### src/dmart_regs.svh
`ifndef DMART_REGS_SVH
`define DMART_REGS_SVH
// register byte addresses (word aligned, byte address = index * 4)
`define DMART_CTRL0      8'h00
`define DMART_SRC0       8'h04
`define DMART_DST0       8'h08
`define DMART_RLD0       8'h0C
`define DMART_STAT0      8'h10
`define DMART_CTRL1      8'h20
`define DMART_SRC1       8'h24
`define DMART_DST1       8'h28
`define DMART_RLD1       8'h2C
`define DMART_STAT1      8'h30
`define DMART_CH_STRIDE  8'h20
`define DMART_REG_MASK   8'h1F
// control field positions
`define DMART_C_EN       0
`define DMART_C_REQ      1
`define DMART_C_WORD     2
`define DMART_C_RPT      3
`define DMART_C_SRCFWD   4
`define DMART_C_SWREQ    5
`define DMART_C_SRCSEL   8
`define DMART_C_EDGE     12
`define DMART_C_SRCWAIT  13
`define DMART_C_DSTWAIT  14
`define DMART_C_SRCSFA   15
`define DMART_C_DSTSFA   16
`define DMART_C_BYTEBUS  17
// status fields
`define DMART_S_ACTIVE   0
`define DMART_S_CNT      16
// coefficients, request source selects and control reset value
`define DMART_COEF_NOWAIT 2'h1
`define DMART_COEF_WAIT   2'h2
`define DMART_SRCSEL_SW   4'h0
`define DMART_SRCSEL_PIN  4'hF
`define DMART_CTRL_RST    32'h0000_0000
`endif
### src/dmart_pkg.sv
`default_nettype none
package dmart_pkg;
  typedef enum logic [2:0] {
    DMART_IDLE  = 3'b000,
    DMART_READ  = 3'b001,
    DMART_WRITE = 3'b010,
    DMART_CPU   = 3'b011
  } dmart_state_t;

  typedef struct packed {
    logic        req;
    logic        write;
    logic        word;
    logic [19:0] addr;
    logic [15:0] wdata;
  } dmart_bus_t;
endpackage
`default_nettype wire

### src/dmart_core.sv
// How it works
// - a transfer is source read cycles then destination write cycles
// - word transfer at odd addresses adds one read and one write cycle
// - special area or software-wait access costs one extra bus cycle
// - all cycle counts are counted in bus clock periods
// - word transfer on byte bus uses two reads and two writes
// - unit cycles are reads times j plus writes times k
// - byte transfers 1+1; word 1+1 even, 2+2 odd
// - coefficient 1 without wait, 2 with wait or special area
// - any mix of even and odd source and destination accepted
// - enable write loads forward pointer and counter at first transfer
// - rewriting enable while active repeats the reload
// - request flag sets on request regardless of enable
// - request flag clears just before the transfer starts
// - software may clear request flag; writing one does nothing
// - peripheral requests set the flag with the interrupt flag
// - pin request sets flag on the selected pin edge
// - simultaneous requests set both flags; first channel goes first
// - after each channel transfer the CPU gets one bus access
// - single mode underflow clears enable and deactivates channel
// - repeat mode underflow reloads counter, channel stays active
// - interrupt request pulses on counter underflow
// - fixed pointers writable only when disabled; forward always
//
// Implementation choices: the register addresses and strobed register access.
`default_nettype none
`include "dmart_regs.svh"
module dmart_core
  import dmart_pkg::*;
#(
  parameter int NCH = 2
) (
  input  wire logic             clk_sys_i,
  input  wire logic             sys_rst_i,
  input  wire logic [7:0]       reg_addr_i,
  input  wire logic [31:0]      reg_wdata_i,
  input  wire logic             reg_wr_i,
  input  wire logic             reg_rd_i,
  output logic      [31:0]      reg_rdata_o,
  input  wire logic [14:0]      periph_irq_i,
  input  wire logic [NCH-1:0]   external_request_pin_i,
  output logic                  bus_grant_req_o,
  input  wire logic             bus_ack_i,
  output dmart_bus_t            bus_o,
  input  wire logic [15:0]      bus_rdata_i,
  output logic      [NCH-1:0]   dma_irq_o
);

  // per-channel registers
  logic [31:0]    ctrl   [NCH];
  logic [19:0]    src    [NCH];
  logic [19:0]    dst    [NCH];
  logic [15:0]    rld    [NCH];
  logic [15:0]    cnt    [NCH];
  logic [19:0]    fptr   [NCH];
  logic [NCH-1:0] reqf;
  logic [NCH-1:0] fresh;
  logic [NCH-1:0] pin_q;
  logic [NCH-1:0] trig;

  dmart_state_t state;
  logic         cur;
  logic [2:0]   left;
  logic [1:0]   sub;
  logic [15:0]  data;
  logic         rd_pend;

  function automatic logic [1:0] coef(input logic sfa, input logic wt);
    coef = (sfa || wt) ? `DMART_COEF_WAIT : `DMART_COEF_NOWAIT;
  endfunction

  function automatic logic [2:0] nacc(input logic word, input logic bbus,
                                      input logic odd);
    if (!word)
      nacc = 3'h1;
    else if (bbus || odd)
      nacc = 3'h2;
    else
      nacc = 3'h1;
  endfunction

  function automatic logic sel_ch(input logic [7:0] a);
    sel_ch = a[5];
  endfunction

  logic [31:0] c_cur;
  logic        cur_srcfwd;
  logic [19:0] rd_addr;
  logic [19:0] wr_addr;
  logic        last_unit;
  assign c_cur      = ctrl[cur];
  assign cur_srcfwd = c_cur[`DMART_C_SRCFWD];
  assign rd_addr    = cur_srcfwd ? fptr[cur] : src[cur];
  assign wr_addr    = cur_srcfwd ? dst[cur] : fptr[cur];
  assign last_unit  = (cnt[cur] == 16'h0000);

  // request sources
  genvar g;
  generate
    for (g = 0; g < NCH; g++) begin : g_trig
      logic [3:0] s;
      logic       rise;
      logic       fall;
      assign s    = ctrl[g][`DMART_C_SRCSEL +: 4];
      assign rise = external_request_pin_i[g] && !pin_q[g];
      assign fall = !external_request_pin_i[g] && pin_q[g];
      always_comb begin
        if (s == `DMART_SRCSEL_SW)
          trig[g] = reg_wr_i && sel_ch(reg_addr_i) == g[0]
            && (reg_addr_i & `DMART_REG_MASK) == `DMART_CTRL0
            && reg_wdata_i[`DMART_C_SWREQ];
        else if (s == `DMART_SRCSEL_PIN)
          trig[g] = ctrl[g][`DMART_C_EDGE] ? (rise || fall) : fall;
        else
          trig[g] = periph_irq_i[s - 4'h1];
      end
    end
  endgenerate

  always_ff @(posedge clk_sys_i) begin
    if (sys_rst_i)
      pin_q <= '0;
    else
      pin_q <= external_request_pin_i;
  end

  logic go;
  logic go_ch;
  // first channel wins when both pending; CPU slot follows every unit
  assign go_ch = (reqf[0] && ctrl[0][`DMART_C_EN]) ? 1'b0 : 1'b1;
  assign go    = (state == DMART_IDLE)
                 && |(reqf & {ctrl[1][`DMART_C_EN], ctrl[0][`DMART_C_EN]});

  // request flags
  always_ff @(posedge clk_sys_i) begin
    if (sys_rst_i) begin
      reqf <= '0;
    end else begin
      for (int i = 0; i < NCH; i++) begin
        // set wins over a clear in the same cycle
        if (go && go_ch == i[0])
          reqf[i] <= 1'b0;
        if (reg_wr_i && sel_ch(reg_addr_i) == i[0]
            && (reg_addr_i & `DMART_REG_MASK) == `DMART_CTRL0
            && !reg_wdata_i[`DMART_C_REQ])
          reqf[i] <= 1'b0;
        if (trig[i])
          reqf[i] <= 1'b1;
      end
    end
  end

  // control and pointer registers
  always_ff @(posedge clk_sys_i) begin
    if (sys_rst_i) begin
      for (int i = 0; i < NCH; i++) begin
        ctrl[i] <= `DMART_CTRL_RST;
        src[i]  <= '0;
        dst[i]  <= '0;
        rld[i]  <= '0;
      end
      fresh <= '0;
    end else begin
      // reload happens once per enable; a same-cycle enable write re-arms
      if (go && fresh[go_ch])
        fresh[go_ch] <= 1'b0;
      if (reg_wr_i) begin
        case (reg_addr_i & `DMART_REG_MASK)
          `DMART_CTRL0: begin
            ctrl[sel_ch(reg_addr_i)] <= reg_wdata_i;
            if (reg_wdata_i[`DMART_C_EN])
              fresh[sel_ch(reg_addr_i)] <= 1'b1;
          end
          `DMART_SRC0: begin
            if (ctrl[sel_ch(reg_addr_i)][`DMART_C_SRCFWD]
                || !ctrl[sel_ch(reg_addr_i)][`DMART_C_EN])
              src[sel_ch(reg_addr_i)] <= reg_wdata_i[19:0];
          end
          `DMART_DST0: begin
            if (!ctrl[sel_ch(reg_addr_i)][`DMART_C_SRCFWD]
                || !ctrl[sel_ch(reg_addr_i)][`DMART_C_EN])
              dst[sel_ch(reg_addr_i)] <= reg_wdata_i[19:0];
          end
          `DMART_RLD0: rld[sel_ch(reg_addr_i)] <= reg_wdata_i[15:0];
          default: ;
        endcase
      end
      if (state == DMART_WRITE && bus_ack_i && sub == 2'h1
          && left == 3'h1 && last_unit && !c_cur[`DMART_C_RPT])
        ctrl[cur][`DMART_C_EN] <= 1'b0;
    end
  end

  // transfer engine; each access holds coef cycles of bus clock
  always_ff @(posedge clk_sys_i) begin
    if (sys_rst_i) begin
      state     <= DMART_IDLE;
      cur       <= 1'b0;
      left      <= '0;
      sub       <= '0;
      data      <= '0;
      rd_pend   <= 1'b0;
      dma_irq_o <= '0;
      for (int i = 0; i < NCH; i++) begin
        cnt[i]  <= '0;
        fptr[i] <= '0;
      end
    end else begin
      dma_irq_o <= '0;
      unique case (state)
        DMART_IDLE: begin
          if (go) begin
            cur     <= go_ch;
            state   <= DMART_READ;
            rd_pend <= 1'b1;
            if (fresh[go_ch]) begin
              fptr[go_ch] <= ctrl[go_ch][`DMART_C_SRCFWD]
                             ? src[go_ch] : dst[go_ch];
              cnt[go_ch]  <= rld[go_ch];
            end
          end
        end
        DMART_READ: begin
          if (rd_pend) begin
            rd_pend <= 1'b0;
            left <= nacc(c_cur[`DMART_C_WORD], c_cur[`DMART_C_BYTEBUS],
                         rd_addr[0]);
            sub  <= coef(c_cur[`DMART_C_SRCSFA], c_cur[`DMART_C_SRCWAIT]);
          end else if (bus_ack_i) begin
            // lower byte first, then upper
            if (sub != 2'h1) begin
              sub <= sub - 2'h1;
            end else begin
              if (left == 3'h2)
                data[7:0] <= bus_rdata_i[7:0];
              else if (left == 3'h1 && c_cur[`DMART_C_WORD]
                       && nacc(1'b1, c_cur[`DMART_C_BYTEBUS],
                               rd_addr[0]) == 3'h2)
                data[15:8] <= bus_rdata_i[7:0];
              else
                data <= bus_rdata_i;
              left <= left - 3'h1;
              sub  <= coef(c_cur[`DMART_C_SRCSFA], c_cur[`DMART_C_SRCWAIT]);
              if (left == 3'h1) begin
                state <= DMART_WRITE;
                left  <= nacc(c_cur[`DMART_C_WORD],
                              c_cur[`DMART_C_BYTEBUS], wr_addr[0]);
                sub   <= coef(c_cur[`DMART_C_DSTSFA],
                              c_cur[`DMART_C_DSTWAIT]);
              end
            end
          end
        end
        DMART_WRITE: begin
          if (bus_ack_i) begin
            if (sub != 2'h1) begin
              sub <= sub - 2'h1;
            end else begin
              left <= left - 3'h1;
              sub  <= coef(c_cur[`DMART_C_DSTSFA], c_cur[`DMART_C_DSTWAIT]);
              if (left == 3'h1) begin
                state <= DMART_CPU;
                fptr[cur] <= fptr[cur]
                  + (c_cur[`DMART_C_WORD] ? 20'h00002 : 20'h00001);
                if (last_unit) begin
                  dma_irq_o[cur] <= 1'b1;
                  cnt[cur] <= c_cur[`DMART_C_RPT] ? rld[cur] : 16'h0000;
                end else begin
                  cnt[cur] <= cnt[cur] - 16'h0001;
                end
              end
            end
          end
        end
        DMART_CPU: begin
          // one cycle with bus released lets the CPU take one access
          state <= DMART_IDLE;
        end
        default: state <= DMART_IDLE;
      endcase
    end
  end

  // bus drive
  logic half;
  // second byte of a split word, byte bus or odd address alike
  assign half = (left == 3'h1) && c_cur[`DMART_C_WORD]
                && (c_cur[`DMART_C_BYTEBUS] || wr_addr[0]);
  always_comb begin
    bus_grant_req_o = (state == DMART_READ) || (state == DMART_WRITE);
    bus_o.req   = bus_grant_req_o && !rd_pend;
    bus_o.write = (state == DMART_WRITE);
    bus_o.word  = c_cur[`DMART_C_WORD] && !c_cur[`DMART_C_BYTEBUS]
                  && !((state == DMART_WRITE) ? wr_addr[0] : rd_addr[0]);
    bus_o.addr  = ((state == DMART_WRITE) ? wr_addr : rd_addr)
                  + ((left == 3'h1 && c_cur[`DMART_C_WORD]
                      && (c_cur[`DMART_C_BYTEBUS]
                          || ((state == DMART_WRITE) ? wr_addr[0]
                                                     : rd_addr[0])))
                     ? 20'h00001 : 20'h00000);
    bus_o.wdata = half ? {8'h00, data[15:8]} : data;
  end

  // register reads
  always_ff @(posedge clk_sys_i) begin
    if (sys_rst_i) begin
      reg_rdata_o <= '0;
    end else if (reg_rd_i) begin
      case (reg_addr_i & `DMART_REG_MASK)
        `DMART_CTRL0: begin
          reg_rdata_o <= ctrl[sel_ch(reg_addr_i)];
          reg_rdata_o[`DMART_C_REQ] <= reqf[sel_ch(reg_addr_i)];
        end
        `DMART_SRC0: reg_rdata_o <= {12'h000,
          (ctrl[sel_ch(reg_addr_i)][`DMART_C_EN]
           && ctrl[sel_ch(reg_addr_i)][`DMART_C_SRCFWD])
          ? fptr[sel_ch(reg_addr_i)] : src[sel_ch(reg_addr_i)]};
        `DMART_DST0: reg_rdata_o <= {12'h000,
          (ctrl[sel_ch(reg_addr_i)][`DMART_C_EN]
           && !ctrl[sel_ch(reg_addr_i)][`DMART_C_SRCFWD])
          ? fptr[sel_ch(reg_addr_i)] : dst[sel_ch(reg_addr_i)]};
        `DMART_RLD0: reg_rdata_o <= {16'h0000, rld[sel_ch(reg_addr_i)]};
        `DMART_STAT0: reg_rdata_o <= {cnt[sel_ch(reg_addr_i)], 15'h0000,
          ctrl[sel_ch(reg_addr_i)][`DMART_C_EN]};
        default: reg_rdata_o <= '0;
      endcase
    end else begin
      reg_rdata_o <= '0;
    end
  end

endmodule
`default_nettype wire

### config.mk
export PLATFORM = sky130hd
export DESIGN_NAME = dmart_core
export DESIGN_NICKNAME = d
export VERILOG_FILES = /design/src/dmart_pkg.sv /design/src/dmart_core.sv
export VERILOG_INCLUDE_DIRS = /design/src
export SDC_FILE = /design/constraint.sdc
export NUM_CORES = 1
export LEC_CHECK = 0
export ABC_AREA = 1
export BUFFER_PORTS_ARGS = -buffer_cell sky130_fd_sc_hd__buf_2
export CAP_MARGIN = 20
export CORE_MARGIN = 3
export CORE_UTILIZATION = 55
export DETAILED_ROUTE_END_ITERATION = 12
export GPL_TIMING_DRIVEN = 0
export PLACE_DENSITY = 0.76
export SYNTH_ARGS = -nofsm -noshare
export SYNTH_HDL_FRONTEND = slang
export SYNTH_SLANG_ARGS = --single-unit
export TNS_END_PERCENT = 5
### constraint.sdc
create_clock -name clk_sys_i -period 3.6 [get_ports clk_sys_i]
set_clock_uncertainty 0.1 [all_clocks]
set_input_delay 0.72 -clock clk_sys_i [delete_from_list [all_inputs] [get_ports clk_sys_i]]
set_output_delay 0.72 -clock clk_sys_i [all_outputs]
set_load 0.01 [all_outputs]
==> metrics.md, run 1 <==
| Metric | Value |
|---|---|
| WP data required | 2780 ps |
| XOR/XNOR share of the synthesized area | 1.63% |
| Routability cong. | 1.04 |
| Mapped Area | around 19000 sq um |
| Compound-gate portion of the synthesized area | between 10% and 20% |
| Place WS | -474 ps |
| Slew Viols, Final | 0 |
| Core Region | roughly 34000 sq um |
| Post-synth top area share | between 30 and 40% |
| WL met3 | about 11000 um |
| CP endpoint kind | output pin |
| Top sig layer | met5 |
| Synth area leader | edfxtp_1 |
| Commonest cells post-synth | nand2_1 (624), nor2_1 (399), edfxtp_1 (244) |
| Worst r2r src | ctrl[0][4] |
| R2R setup slack | about 80 ps |
| Worst-path fanout max | 6 |
| Final period util | 103% |
| Rows | 67 |
| Largest net degree at the start of global routing | 32 |
| Count of state elements after synthesis | between 300 and 400 |
| Clock Latency Late Sink | about 540 ps |
| Slew HR | 17.4% |
| Clock buffer count from CTS | 35 |
| GRT overflow | 0 |
| PortBufs | about 150 |
| CTS tree | yes |
| CTS root buf | clkbuf_16 |
| Max-Cap Viols | 0 |
| Fillers | just under 3k |
| Crit Path Class | reg2out |
| Synth Warn # | 0 |
| Mapped Nets | roughly 2.6k |
| Area grow syn2layout | 17.0% |
| Vias/cell | approximately 6 |
| Sequential fraction of the synthesis area | roughly 46% |
| Multi-input logic area | slightly below 9000 sq um |
| Initial core utilization | between 50% and 60% |
| Mux contribution to synthesized area | less than 1% |
| Detail Route Antenna Nets | 0 |
| R2R Path End | dst[0][10] |
| DR iter-0 viols | between 3k and 4k |
| Worst slew pin tran | 1230 ps |
| P_int | about 6.7 mW |
| Vias in the first global route | roughly 17k |
| DIE AREA | about 36000 sq um |
| Share of layout cells above drive strength 1 | roughly 15% |
| Ant diodes | 0 |
| Top-Level Pins | ~150 |
| Largest family of logic cells by synthesized area | simple AND/OR/NAND/NOR gates |
| Hold Crit Class | in2reg |
| Htree depth | 2 |
| Crit path to | bus_o[34] |
| NetSw | ~2.8 mW |
| Sw Share | between 20% and 30% |
| DRC violations left | 0 |
| DP HPWL | around 58000 um |
| Setup slack after layout | -114 ps |
| Post-synth EDFFs | roughly 240 |
| # clock sinks | 312 |
| Synth Flop Type | edfxtp_1 |
| Final hold viol count | 0 |
| Overall die width | between 150 and 200 um |
| Final #Nets | around 2.8k |
| PwrDens | roughly 430 nW/um^2 |
| Leakage power | 9.23 nW |
| Synth area leaders | edfxtp_1 (39%), nand2_1 (12%), nor2_1 (8.0%) |
| Fmax | about 270 MHz |
| Comb pwr share | 17.8% |
| R2R depth | 7 |
| Met2 WL | 31200 um |
| Clk slew on worst S/H paths | 60 ps |
| Final instance area | 22000 sq um |
| Sequential fraction of design power | between 40% and 50% |
| Distinct cell type count after synthesis | 56 |
| Routed wire per std cell | 24.0 um |
| Wire length on met1 | approximately 30000 um |
| Chip Height | roughly 190 um |
| Most numerous cell in the Yosys netlist | nand2_1 |
| Total track usage | between 40% and 50% |
| Clock power share | 38.5% |
| Placed inst area | 20100 sq um |
| Share of flip-flops with an asynchronous set or reset | 0% |
| Drt pass-1 iters | 6 |
| Clock Tree Buf Depth | 3 |
| Syn Inst Count | between 2k and 2.5k |
| Global-route wire length before repair | between 100000 and 150000 um |
| Total wire length | about 76000 um |
| CP Launch Type | flop |
| Status | finished, violations left |
| Peak supply drop | 0.397 mV |
| Final Setup Violations | 46 |
| Failing checks | setup timing |
| Post-layout min period | ~3700 ps |
| RSZ-0062 raised after global routing | true |
| Adder-Cell Fraction of Synth Area | around 1.3% |
| Simple-Gate Fraction of Synth Area | about 27% |
| Initial antenna violation count | 1 |
| Sequential Area | about 8700 sq um |
| Crit path DAT | a little under 3000 ps |
| Avg Cell Area, Syn | about 7.6 sq um |
| Routed vias | a little under 20k |
-- worst min-delay path by stage --
stage | cells past startpoint | slack, ps | endpoint | startpoint
after floorplan | 1 | 330 | dma_irq_o[0] | cur
after global placement | 1 | 360 | dma_irq_o[0] | cur
after detailed placement | 1 | 370 | fresh[0] | fresh[0]
after CTS | 3 | 320 | pin_q[0] | external_request_pin_i[0]
after global routing | 3 | 320 | pin_q[1] | external_request_pin_i[1]
final | 3 | 310 | pin_q[0] | external_request_pin_i[0]
-- sequential cells by signal, indices dropped and copies added (netlist names), 3 cells and up, named ones only --
name,cells
ctrl,62
dst,40
fptr,40
src,40
cnt,32
reg_rdata_o,32
rld,32
data,16
left,3
-- power groups by stage --
stage               Sequential, mW  Combinational (mW)  Clock, mW
floorplan                     4.18               0.937          0
global placement              4.23                1.45          0
detailed placement            4.23                1.48          0
CTS                           4.15                1.52       3.66
global route                  4.17                1.81       3.82
finish                        4.17                1.69       3.67
-- repair_timing --
item,in CTS,in global routing
pin swaps,6,27
hold buffers,0,0
setup endpoints to repair,56,155
gates cloned,1,2
buffers inserted,6,19
resized for setup,45,109
-- layout make-up --
type | count | area share [%]
clock inverter | 10 | 0.563
multi-input combinational | 1786 | 40.0
buffer | 136 | 3.55
inverter | 255 | 4.40
sequential | 312 | 39.5
clock buffer | 54 | 4.78
tap | 448 | 2.55
timing repair buffer | 178 | 4.59
-- layer usage --
layer | vias to the layer above | track usage (%)
met3 | 204 | 11.6
met2 | 1462 | 58.1
li1 | 8673 | -
met1 | 8927 | 58.4
met5 | - | 0
met4 | 2 | 17.6
-- stage by stage --
stage                     setup TNS, ps  hold WS (ps)  utilization [%]  power (mW)  instances
after floorplan                       0           330                -        5.12       2489
after global placement           -76390           363             59.8        5.67       3086
after detailed placement         -57780           370             59.9        5.71       3087
after CTS                          -224           319             63.9        9.34       3158
after global routing              -2340           324             65.4        9.80       3179
final                             -2240           314             65.4        9.54       3179
-- worst max-delay path, stage by stage (launching register included) --
cell and delay, ps:
dfxtp_4 380, buf_6 140, buf_6 110, o21ai_4 220
buf_6 200, buf_8 120, o21ai_2 50, o21ai_2 240
nand2_1 160, nor2_2 200, nand2_1 100, nor2_2 140
nand2_1 60, nand2_1 60, nand2_1 50, buf_2 130
-- kinds of logic after synthesis --
logic type               count (synthesis)
AND/OR/NAND/NOR                       1245
buffers and inverters                  391
XOR/XNOR                                35
AO/OA/AOI/OAI                          485
multiplexers                             2
adder cells (fa/ha/maj)                 19
flip-flops                             312
-- placed cells by master (no fill, tap or decap), types with 6 or more instances in the layout --
master     instances
o21ai_1           33
o21ai_2           26
nand3_1          143
inv_2             11
xor2_1            24
buf_6             13
nand2_1          598
nor3_1            14
o21ai_4            6
a21oi_1           99
nor2_2            14
clkbuf_1          94
o21ai_0          198
a41oi_1           16
a22o_1             7
inv_1            238
buf_2            160
nor2_1           385
dfxtp_1           66
nand2_2           33
edfxtp_1         244
clkbuf_16         39
nand3b_1          12
ha_1              16
xnor2_1           11
buf_8              6
a31oi_1           14
buf_4             39
o211ai_1          54
nor2_4            13
buf_1              7
nand4_1            9
(Power assumes the default switching activity.)
==> run 2, diff against run 1 <==
--- a/config.mk
+++ b/config.mk
@@ -6,14 +6,13 @@
 export SDC_FILE = /design/constraint.sdc
 export NUM_CORES = 1
 export LEC_CHECK = 0
-export ABC_AREA = 1
 export BUFFER_PORTS_ARGS = -buffer_cell sky130_fd_sc_hd__buf_2
 export CAP_MARGIN = 20
 export CORE_MARGIN = 3
-export CORE_UTILIZATION = 55
+export CORE_UTILIZATION = 40
 export DETAILED_ROUTE_END_ITERATION = 12
 export GPL_TIMING_DRIVEN = 0
-export PLACE_DENSITY = 0.76
+export PLACE_DENSITY = 0.59
 export SYNTH_ARGS = -nofsm -noshare
 export SYNTH_HDL_FRONTEND = slang
 export SYNTH_SLANG_ARGS = --single-unit
==> run 2 against run 1 <==
The run still ends with setup timing left; maximum frequency down 5.3%; cell count decreased by 22%; die area increased by 32%; sequential power about the same; combinational power decreased by 40%.
==> metrics.md, run 2 <==
| Metric | Value |
|---|---|
| Status | finished, violations left |
| Slew HR | 13.8% (-3.6 points) |
| DIE AREA | 48300 sq um (+32%) |
| Slew Viols, Final | 0 (unchanged) |
| Most numerous cell in the Yosys netlist | edfxtp_1 |
| CTS root buf | clkbuf_16 |
| Initial core utilization | 40.9% (-15 points) |
| NetSw | 2.25 mW (-19%) |
| Hold endpoint | pin_q[0] |
| Share of layout cells above drive strength 1 | 25.6% (+11 points) |
| XOR/XNOR share of the synthesized area | 2.49% (+0.86 points) |
| Global-route wire length before repair | 94500 um (-13%) |
| Largest net degree at the start of global routing | 31 (-3.1%) |
| Post-Place Cells | 2359 (-24%) |
| Distinct cell type count after synthesis | 67 (+20%) |
| Crit path DAT | 3100 ps (+210 ps) |
| R2R Path End | cnt[0][5] |
| Min-Delay Startpoint | external_request_pin_i[0] |
| Final Setup Violations | 42 (-8.7%) |
| Sw Share | 25.4% (-3.9 points) |
| Total wire length | 66000 um (-13%) |
| Biggest register | ctrl |
| Fin cells | 2475 (-22%) |
| Sequential Area | 8690 sq um (unchanged) |
| Peak supply drop | 0.257 mV (-35%) |
| Clock Tree Buf Depth | 3 (unchanged) |
| Synth area leader | edfxtp_1 |
| Clock power share | 41.8% (+3.3 points) |
| Fillers | 4022 (+37%) |
| Max-Cap Viols | 0 (unchanged) |
| Cts-stage hold buffer count | 0 (unchanged) |
| Commonest cells post-synth | edfxtp_1 (244), mux2i_1 (183), and2_1 (177) |
| DP HPWL | 45800 um (-21%) |
| Rows | 77 (+15%) |
| GRT overflow | 0 (unchanged) |
| Total track usage | 26.8% (-14 points) |
| Met2 WL | 29000 um (-7.0%) |
| Clock buffer count from CTS | 36 (+2.9%) |
| Simple-Gate Fraction of Synth Area | 16.8% (-10 points) |
| WP data required | 2780 ps (about the same) |
| Synth area leaders | edfxtp_1 (40%), mux2i_1 (10%), dfxtp_1 (7.5%) |
| Drt pass-1 iters | 7 (+1) |
| Post-synth top area share | 40.1% (+1.1 points) |
| PortBufs | 145 (-2.7%) |
| Final period util | 109% (+5.8 points) |
| Final #Nets | 1953 (-30%) |
| Leakage power | 7.99 nW (-13%) |
| Post-layout min period | 3920 ps (+208 ps) |
| Initial antenna violation count | 2 (+1) |
| Sequential fraction of design power | 46.8% (+3.1 points) |
| Routed vias | 14.9k (-23%) |
| Count of state elements after synthesis | 312 (unchanged) |
| Final Core Density | 49.8% (-16 points) |
| CP Launch Type | flop |
| PwrDens | 399 nW/um^2 (-8.1%) |
| Mux contribution to synthesized area | 19.4% (+19 points) |
| Failing checks | setup timing |
| Crit Path Class | reg2out |
| P_int | 6.62 mW (-1.8%) |
| Adder-Cell Fraction of Synth Area | 1.34% (+0.038 points) |
| Multi-input logic area | 9540 sq um (+8.3%) |
| Crit path cell chain | buf_12, buf_16, buf_12, mux2i_1, mux2i_2, mux2i_2, nor4_4, buf_6, nand4_4, buf_4, nor2_1, xnor2_1, buf_2 |
| # clock sinks | 312 (unchanged) |
| WL met3 | 7340 um (-35%) |
| Wire length on met1 | 25900 um (-13%) |
| CP endpoint kind | output pin |
| Fmax | 255 MHz (-5.3%) |
| Most frequent cells in the layout | edfxtp_1 (244), and2_1 (177), mux2i_1 (151), nor2_1 (149), buf_2 (147) |
| Clock Latency Late Sink | 560 ps (+20 ps) |
| Vias/cell | 6.02 (-0.63%) |
| DRC violations left | 0 (unchanged) |
| Critical path's largest stage delay | 370 ps (about the same) |
| Routed wire per std cell | 26.7 um (+11%) |
| Worst-path fanout max | 10 (+4) |
| CP Buf/Inv Count | 6 (+1) |
| Family with the most delay on the worst path | buffers and inverters |
| Synth Flop Type | edfxtp_1 |
| Worst slew pin tran | 1290 ps (+62.6 ps) |
| Synth Warn # | 0 (unchanged) |
| Chip Height | 220 um (+15%) |
| Share of flip-flops with an asynchronous set or reset | 0% (unchanged) |
| DR iter-0 viols | 1788 (-42%) |
| Max FFs per register | 62 (unchanged) |
| Routability cong. | 0.956 (-8.3%) |
| Syn Inst Count | 1619 (-35%) |
| Mapped Area | 18300 sq um (-2.8%) |
| Area grow syn2layout | 21.8% |
| Post-synth EDFFs | 244 (unchanged) |
| Hold Crit Class | in2reg |
| Vias in the first global route | 14.7k (-14%) |
| Final hold viol count | 0 (unchanged) |
| Compound-gate portion of the synthesized area | 9.24% (-5.7 points) |
| Core Region | 44700 sq um (+33%) |
| RSZ-0062 raised after global routing | true |
| Setup slack after layout | -323 ps (-208 ps) |
| Largest family of logic cells by synthesized area | multiplexers |
| Mapped Nets | 1716 (-34%) |
| Overall die width | 220 um (+15%) |
| CTS tree | yes |
| Avg Cell Area, Syn | 11.3 sq um (+49%) |
| Sequential fraction of the synthesis area | 47.6% (+1.3 points) |
| Slowest cell on crit path | dfxtp_4 |
| Most common cell after layout, fill and taps aside | edfxtp_1 |
| R2R depth | 16 (+9) |
| Htree depth | 2 (unchanged) |
| Top-Level Pins | 152 (unchanged) |
| Comb pwr share | 11.4% (-6.4 points) |
| Hold path depth | 3 (unchanged) |
| Detail Route Antenna Nets | 0 (unchanged) |
| R2R setup slack | -140 ps (-220 ps) |
| Top sig layer | met5 |
| Clk slew on worst S/H paths | 60 ps (about the same) |
[run 2: cell count changes after synthesis, sizes merged, moves of 131 or more]
| cell | before | now |
|---|---|---|
| nand3 | 150 | 19 |
| inv | 253 | 19 |
| and2 | 3 | 177 |
| nand2 | 633 | 87 |
| nor2 | 412 | 155 |
| o21ai | 263 | 22 |
| mux2i | 2 | 184 |
[run 2: layout make-up]
type / instances / area share, %
clock buffer: 48 / 4.48
inverter: 19 / 0.321
timing repair buffer: 198 / 5.90
antenna: 1 / 0.0112
sequential: 312 / 39.1
tap: 592 / 3.33
buffer: 110 / 3.31
multi-input combinational: 1179 / 42.9
clock inverter: 16 / 0.720
[run 2: worst reg2reg max path: stages (launching register included)]
cell	delay (ps)
dfxtp_4	380
buf_12	160
buf_16	170
buf_12	190
buf_12	170
buf_12	180
buf_12	180
mux2i_4	250
ha_2	230
o211ai_1	190
nor4_4	330
buf_4	180
nor2_4	70
buf_6	180
a222oi_1	290
buf_4	190
nor2_1	40
[run 2: power groups by stage]
stage	registers, mW	clock network [mW]	logic, mW
floorplan	4.17	0	0.569
global placement	4.22	0	0.861
detailed placement	4.22	0	0.887
CTS	4.15	3.75	0.935
global route	4.17	3.88	1.07
finish	4.15	3.70	1.01
[run 2: timing repair]
item	4_1_cts	5_1_grt
pin swaps	22	21
gates cloned	2	2
setup endpoints to repair	233	213
hold endpoints to repair	0	0
buffers inserted	30	16
resized for setup	110	92
[run 2: worst max path at each step]
stage / from / to / depth (start not counted)
2_1_floorplan: flop / cnt[0][5] / 14
3_5_place_dp: flop / cnt[1][5] / 14
3_3_place_gp: flop / cnt[0][5] / 14
6_report: flop / bus_o[28] / 13
4_1_cts: ctrl[1][4] / bus_o[31] / 9
5_1_grt: ctrl[1][4] / bus_o[31] / 10
[run 2: layer usage]
layer,vias to the layer above,track usage [%]
li1,6482,-
met1,7341,35.2
met2,889,40.6
met3,189,6.80
met4,6,14.3
met5,-,1.46
[run 2: cell families (layout without fill, tap and decap cells)]
kind of cell             count (synthesis)  count (layout)
XOR/XNOR                                52              52
other                                    0               1
buffers and inverters                  129             391
adder cells (fa/ha/maj)                 19              19
flip-flops                             312             312
AND/OR/NAND/NOR                        575             576
multiplexers                           279             279
AO/OA/AOI/OAI                          253             253
[run 2: per-stage QoR]
stage	setup TNS [ps]	hold slack [ps]	power [mW]	instance area (sq um)	setup WS, ps
6_report	-4980	305	8.87	22300	-323
5_1_grt	-11160	314	9.12	22200	-418
4_1_cts	-4540	285	8.83	21700	-270
3_5_place_dp	-132480	359	5.11	19800	-1350
3_3_place_gp	-162520	350	5.08	19700	-1330
2_1_floorplan	0	336	4.74	18300	96.5
==> run 3, diff against run 2 <==
--- a/config.mk
+++ b/config.mk
@@ -8,11 +8,15 @@
 export LEC_CHECK = 0
 export BUFFER_PORTS_ARGS = -buffer_cell sky130_fd_sc_hd__buf_2
 export CAP_MARGIN = 20
+export CELL_PAD_IN_SITES_DETAIL_PLACEMENT = 1
+export CELL_PAD_IN_SITES_GLOBAL_PLACEMENT = 1
 export CORE_MARGIN = 3
 export CORE_UTILIZATION = 40
+export CTS_CLUSTER_DIAMETER = 150
 export DETAILED_ROUTE_END_ITERATION = 12
+export GPL_ROUTABILITY_DRIVEN = 0
 export GPL_TIMING_DRIVEN = 0
-export PLACE_DENSITY = 0.59
+export PLACE_DENSITY = 0.7
 export SYNTH_ARGS = -nofsm -noshare
 export SYNTH_HDL_FRONTEND = slang
 export SYNTH_SLANG_ARGS = --single-unit
==> run 3 against run 2 <==
The run still ends with setup timing left; sequential share of layout area fell by 0.53 points; critical path depth down 3; die area unchanged; core utilization is 0.67 points higher; design area up 1.3%; clock power increased by 21%; combinational power is essentially flat; register-to-register slack got worse by 90 ps; power up 8.7%.
==> metrics.md, run 3 (synthesis results as in run 2) <==
| Metric | Value |
|---|---|
| Status | finished, violations left |
| Failing checks | setup timing |
| Clock power share | 46.3% (+4.5 points) |
| Clock buffer count from CTS | 39 (+8.3%) |
| Vias in the first global route | 15.8k (+7.5%) |
| # clock sinks | 312 (unchanged) |
| Most frequent cell on the critical path | mux2i_4 |
| CTS root buf | clkbuf_16 |
| Global-route wire length before repair | 102000 um (+8.1%) |
| Post-layout min period | 4070 ps (+144 ps) |
| Final Setup Violations | 59 (+40%) |
| Worst-path fanout max | 10 (unchanged) |
| Slowest cell on crit path | edfxtp_1 |
| Routed wire per std cell | 28.7 um (+7.7%) |
| Max-Cap Viols | 0 (unchanged) |
| Top-Level Pins | 152 (unchanged) |
| Peak supply drop | 0.290 mV (+13%) |
| CP endpoint kind | output pin |
| Total track usage | 29.1% (+2.4 points) |
| Max FFs per register | 62 (unchanged) |
| Vias/cell | 6.14 (+2.0%) |
| Detail Route Antenna Nets | 0 (unchanged) |
| Met2 WL | 33000 um (+14%) |
| PortBufs | 145 (unchanged) |
| Overall die width | 220 um (unchanged) |
| Post-Place Cells | 2359 (unchanged) |
| CP Launch Type | flop |
| Total wire length | 71700 um (+8.6%) |
| Sw Share | 24.8% (-0.59 points) |
| Crit path cell chain | mux2i_4, buf_12, buf_12, mux2i_4, mux2i_4, nor4_4, nand2_1, nor3_2, xnor2_1, buf_2 |
| Final instance area | 22600 sq um (+1.3%) |
| Rows | 77 (unchanged) |
| Routed vias | 15.3k (+2.9%) |
| Critical path's largest stage delay | 450 ps (+80 ps) |
| Clock Latency Late Sink | 590 ps (+30 ps) |
| Wire length on met1 | 28800 um (+11%) |
| Hold Crit Class | in2reg |
| WP data required | 2780 ps (about the same) |
| Htree depth | 2 (unchanged) |
| DIE AREA | 48300 sq um (unchanged) |
| DR iter-0 viols | 1731 (-3.2%) |
| Final hold viol count | 0 (unchanged) |
| Sequential fraction of design power | 43.2% (-3.6 points) |
| CTS tree | yes |
| DP HPWL | 49800 um (+8.7%) |
| Most frequent cells in the layout | edfxtp_1 (244), and2_1 (177), mux2i_1 (154), buf_2 (151), nor2_1 (144) |
| Drt pass-1 iters | 7 (unchanged) |
| Final #Nets | 1970 (+0.87%) |
| Share of layout cells above drive strength 1 | 26.4% (+0.86 points) |
| Largest net degree at the start of global routing | 31 (unchanged) |
| Leakage power | 8.13 nW (+1.8%) |
| Initial antenna violation count | 3 (+1) |
| Placed inst area | 19800 sq um (unchanged) |
| Place WS | -1360 ps (-12.7 ps) |
| Most common cell after layout, fill and taps aside | edfxtp_1 |
| Slew HR | 19.6% (+5.8 points) |
| Chip Height | 220 um (unchanged) |
| NetSw | 2.39 mW (+6.2%) |
| Crit Path Class | reg2out |
| Initial core utilization | 40.9% (unchanged) |
| Setup slack after layout | -467 ps (-144 ps) |
| Area grow syn2layout | 23.5% |
| PwrDens | 428 nW/um^2 (+7.3%) |
| RSZ-0062 raised after global routing | true |
| Fin cells | 2497 (+0.89%) |
| Top sig layer | met5 |
| Worst slew pin tran | 1200 ps (-87.1 ps) |
| Core Region | 44700 sq um (unchanged) |
| Biggest register | ctrl |
| DRC violations left | 0 (unchanged) |
| Final period util | 113% (+4.0 points) |
| Clk slew on worst S/H paths | 60 ps (about the same) |
| Slew Viols, Final | 0 (unchanged) |
| WL met3 | 6310 um (-14%) |
| Overall power | 9.65 mW (+8.7%) |
| Fillers | 4817 (+20%) |
| P_int | 7.26 mW (+9.6%) |
| Clock Tree Buf Depth | 3 (unchanged) |
| Fmax | 246 MHz (-3.5%) |
| Crit path DAT | 3250 ps (+150 ps) |
| Comb pwr share | 10.5% (-0.9 points) |
| GRT overflow | 0 (unchanged) |
[run 3: cell types whose count changed in the layout (fill, tap and decap cells not counted), moves of 6 or more]
cell	before	now
buf_4	38	51
bufinv_16	3	9
clkbuf_2	9	3
mux2_2	29	35
mux2_4	11	5
[run 3: area by class of cell]
type | count | area [sq um] | share of cell area [%]
clock inverter | 22 | 355 | 1.58
sequential | 312 | 8690 | 38.5
buffer | 109 | 683 | 3.03
antenna | 1 | 2.50 | 0.0111
inverter | 19 | 71.3 | 0.316
timing repair buffer | 214 | 1460 | 6.47
clock buffer | 50 | 1100 | 4.87
multi-input combinational | 1178 | 9450 | 41.9
tap | 592 | 741 | 3.28
[run 3: what timing repair did]
item                                    CTS  global route
resized for setup                       127            46
pin swaps                                24            16
gates cloned                              2             0
buffers inserted                         54             7
hold buffers                              0             0
endpoints found under the setup margin  230           193
[run 3: stage by stage]
step | util [%] | hold slack, ps | setup TNS, ps
2_1_floorplan | - | 336 | 0
4_1_cts | 49.8 | 276 | -6790
3_5_place_dp | 44.3 | 362 | -158360
3_3_place_gp | 44.1 | 350 | -177900
5_1_grt | 50.4 | 312 | -23050
6_report | 50.4 | 281 | -7800
[run 3: worst max-delay path: cells and delay by family, from the launching register on]
kind                      cells  cell delay, ps
xor gates and xnor gates      1             170
buffers and inverters         3             530
DFF                           1             450
muxes                         3             680
and+or+nand+nor               3             830
[run 3: path summary, 6_finish.rpt]
path / start / slack, ps / end / cells past startpoint
worst max-delay path: ctrl[1][4] / -470 / bus_o[33] / 10
worst min-delay path: external_request_pin_i[1] / 280 / pin_q[1] / 3
worst max register to register: left[0] / -230 / fptr[1][2] / 10
worst min register to register: sub[1] / 390 / sub[1] / 2
[run 3: layer usage]
metal,global-route usage (%),up-vias
met1,38.5,7801
met3,5.42,177
met2,46.3,831
met5,0,-
met4,14.0,2
li1,-,6524
[run 3: power by group through the flow]
stage / Clock (mW) / Combinational [mW] / Sequential [mW]
floorplan: 0 / 0.569 / 4.17
global placement: 0 / 0.863 / 4.22
detailed placement: 0 / 0.903 / 4.23
CTS: 4.50 / 0.971 / 4.15
global route: 4.63 / 1.08 / 4.17
finish: 4.47 / 1.02 / 4.16
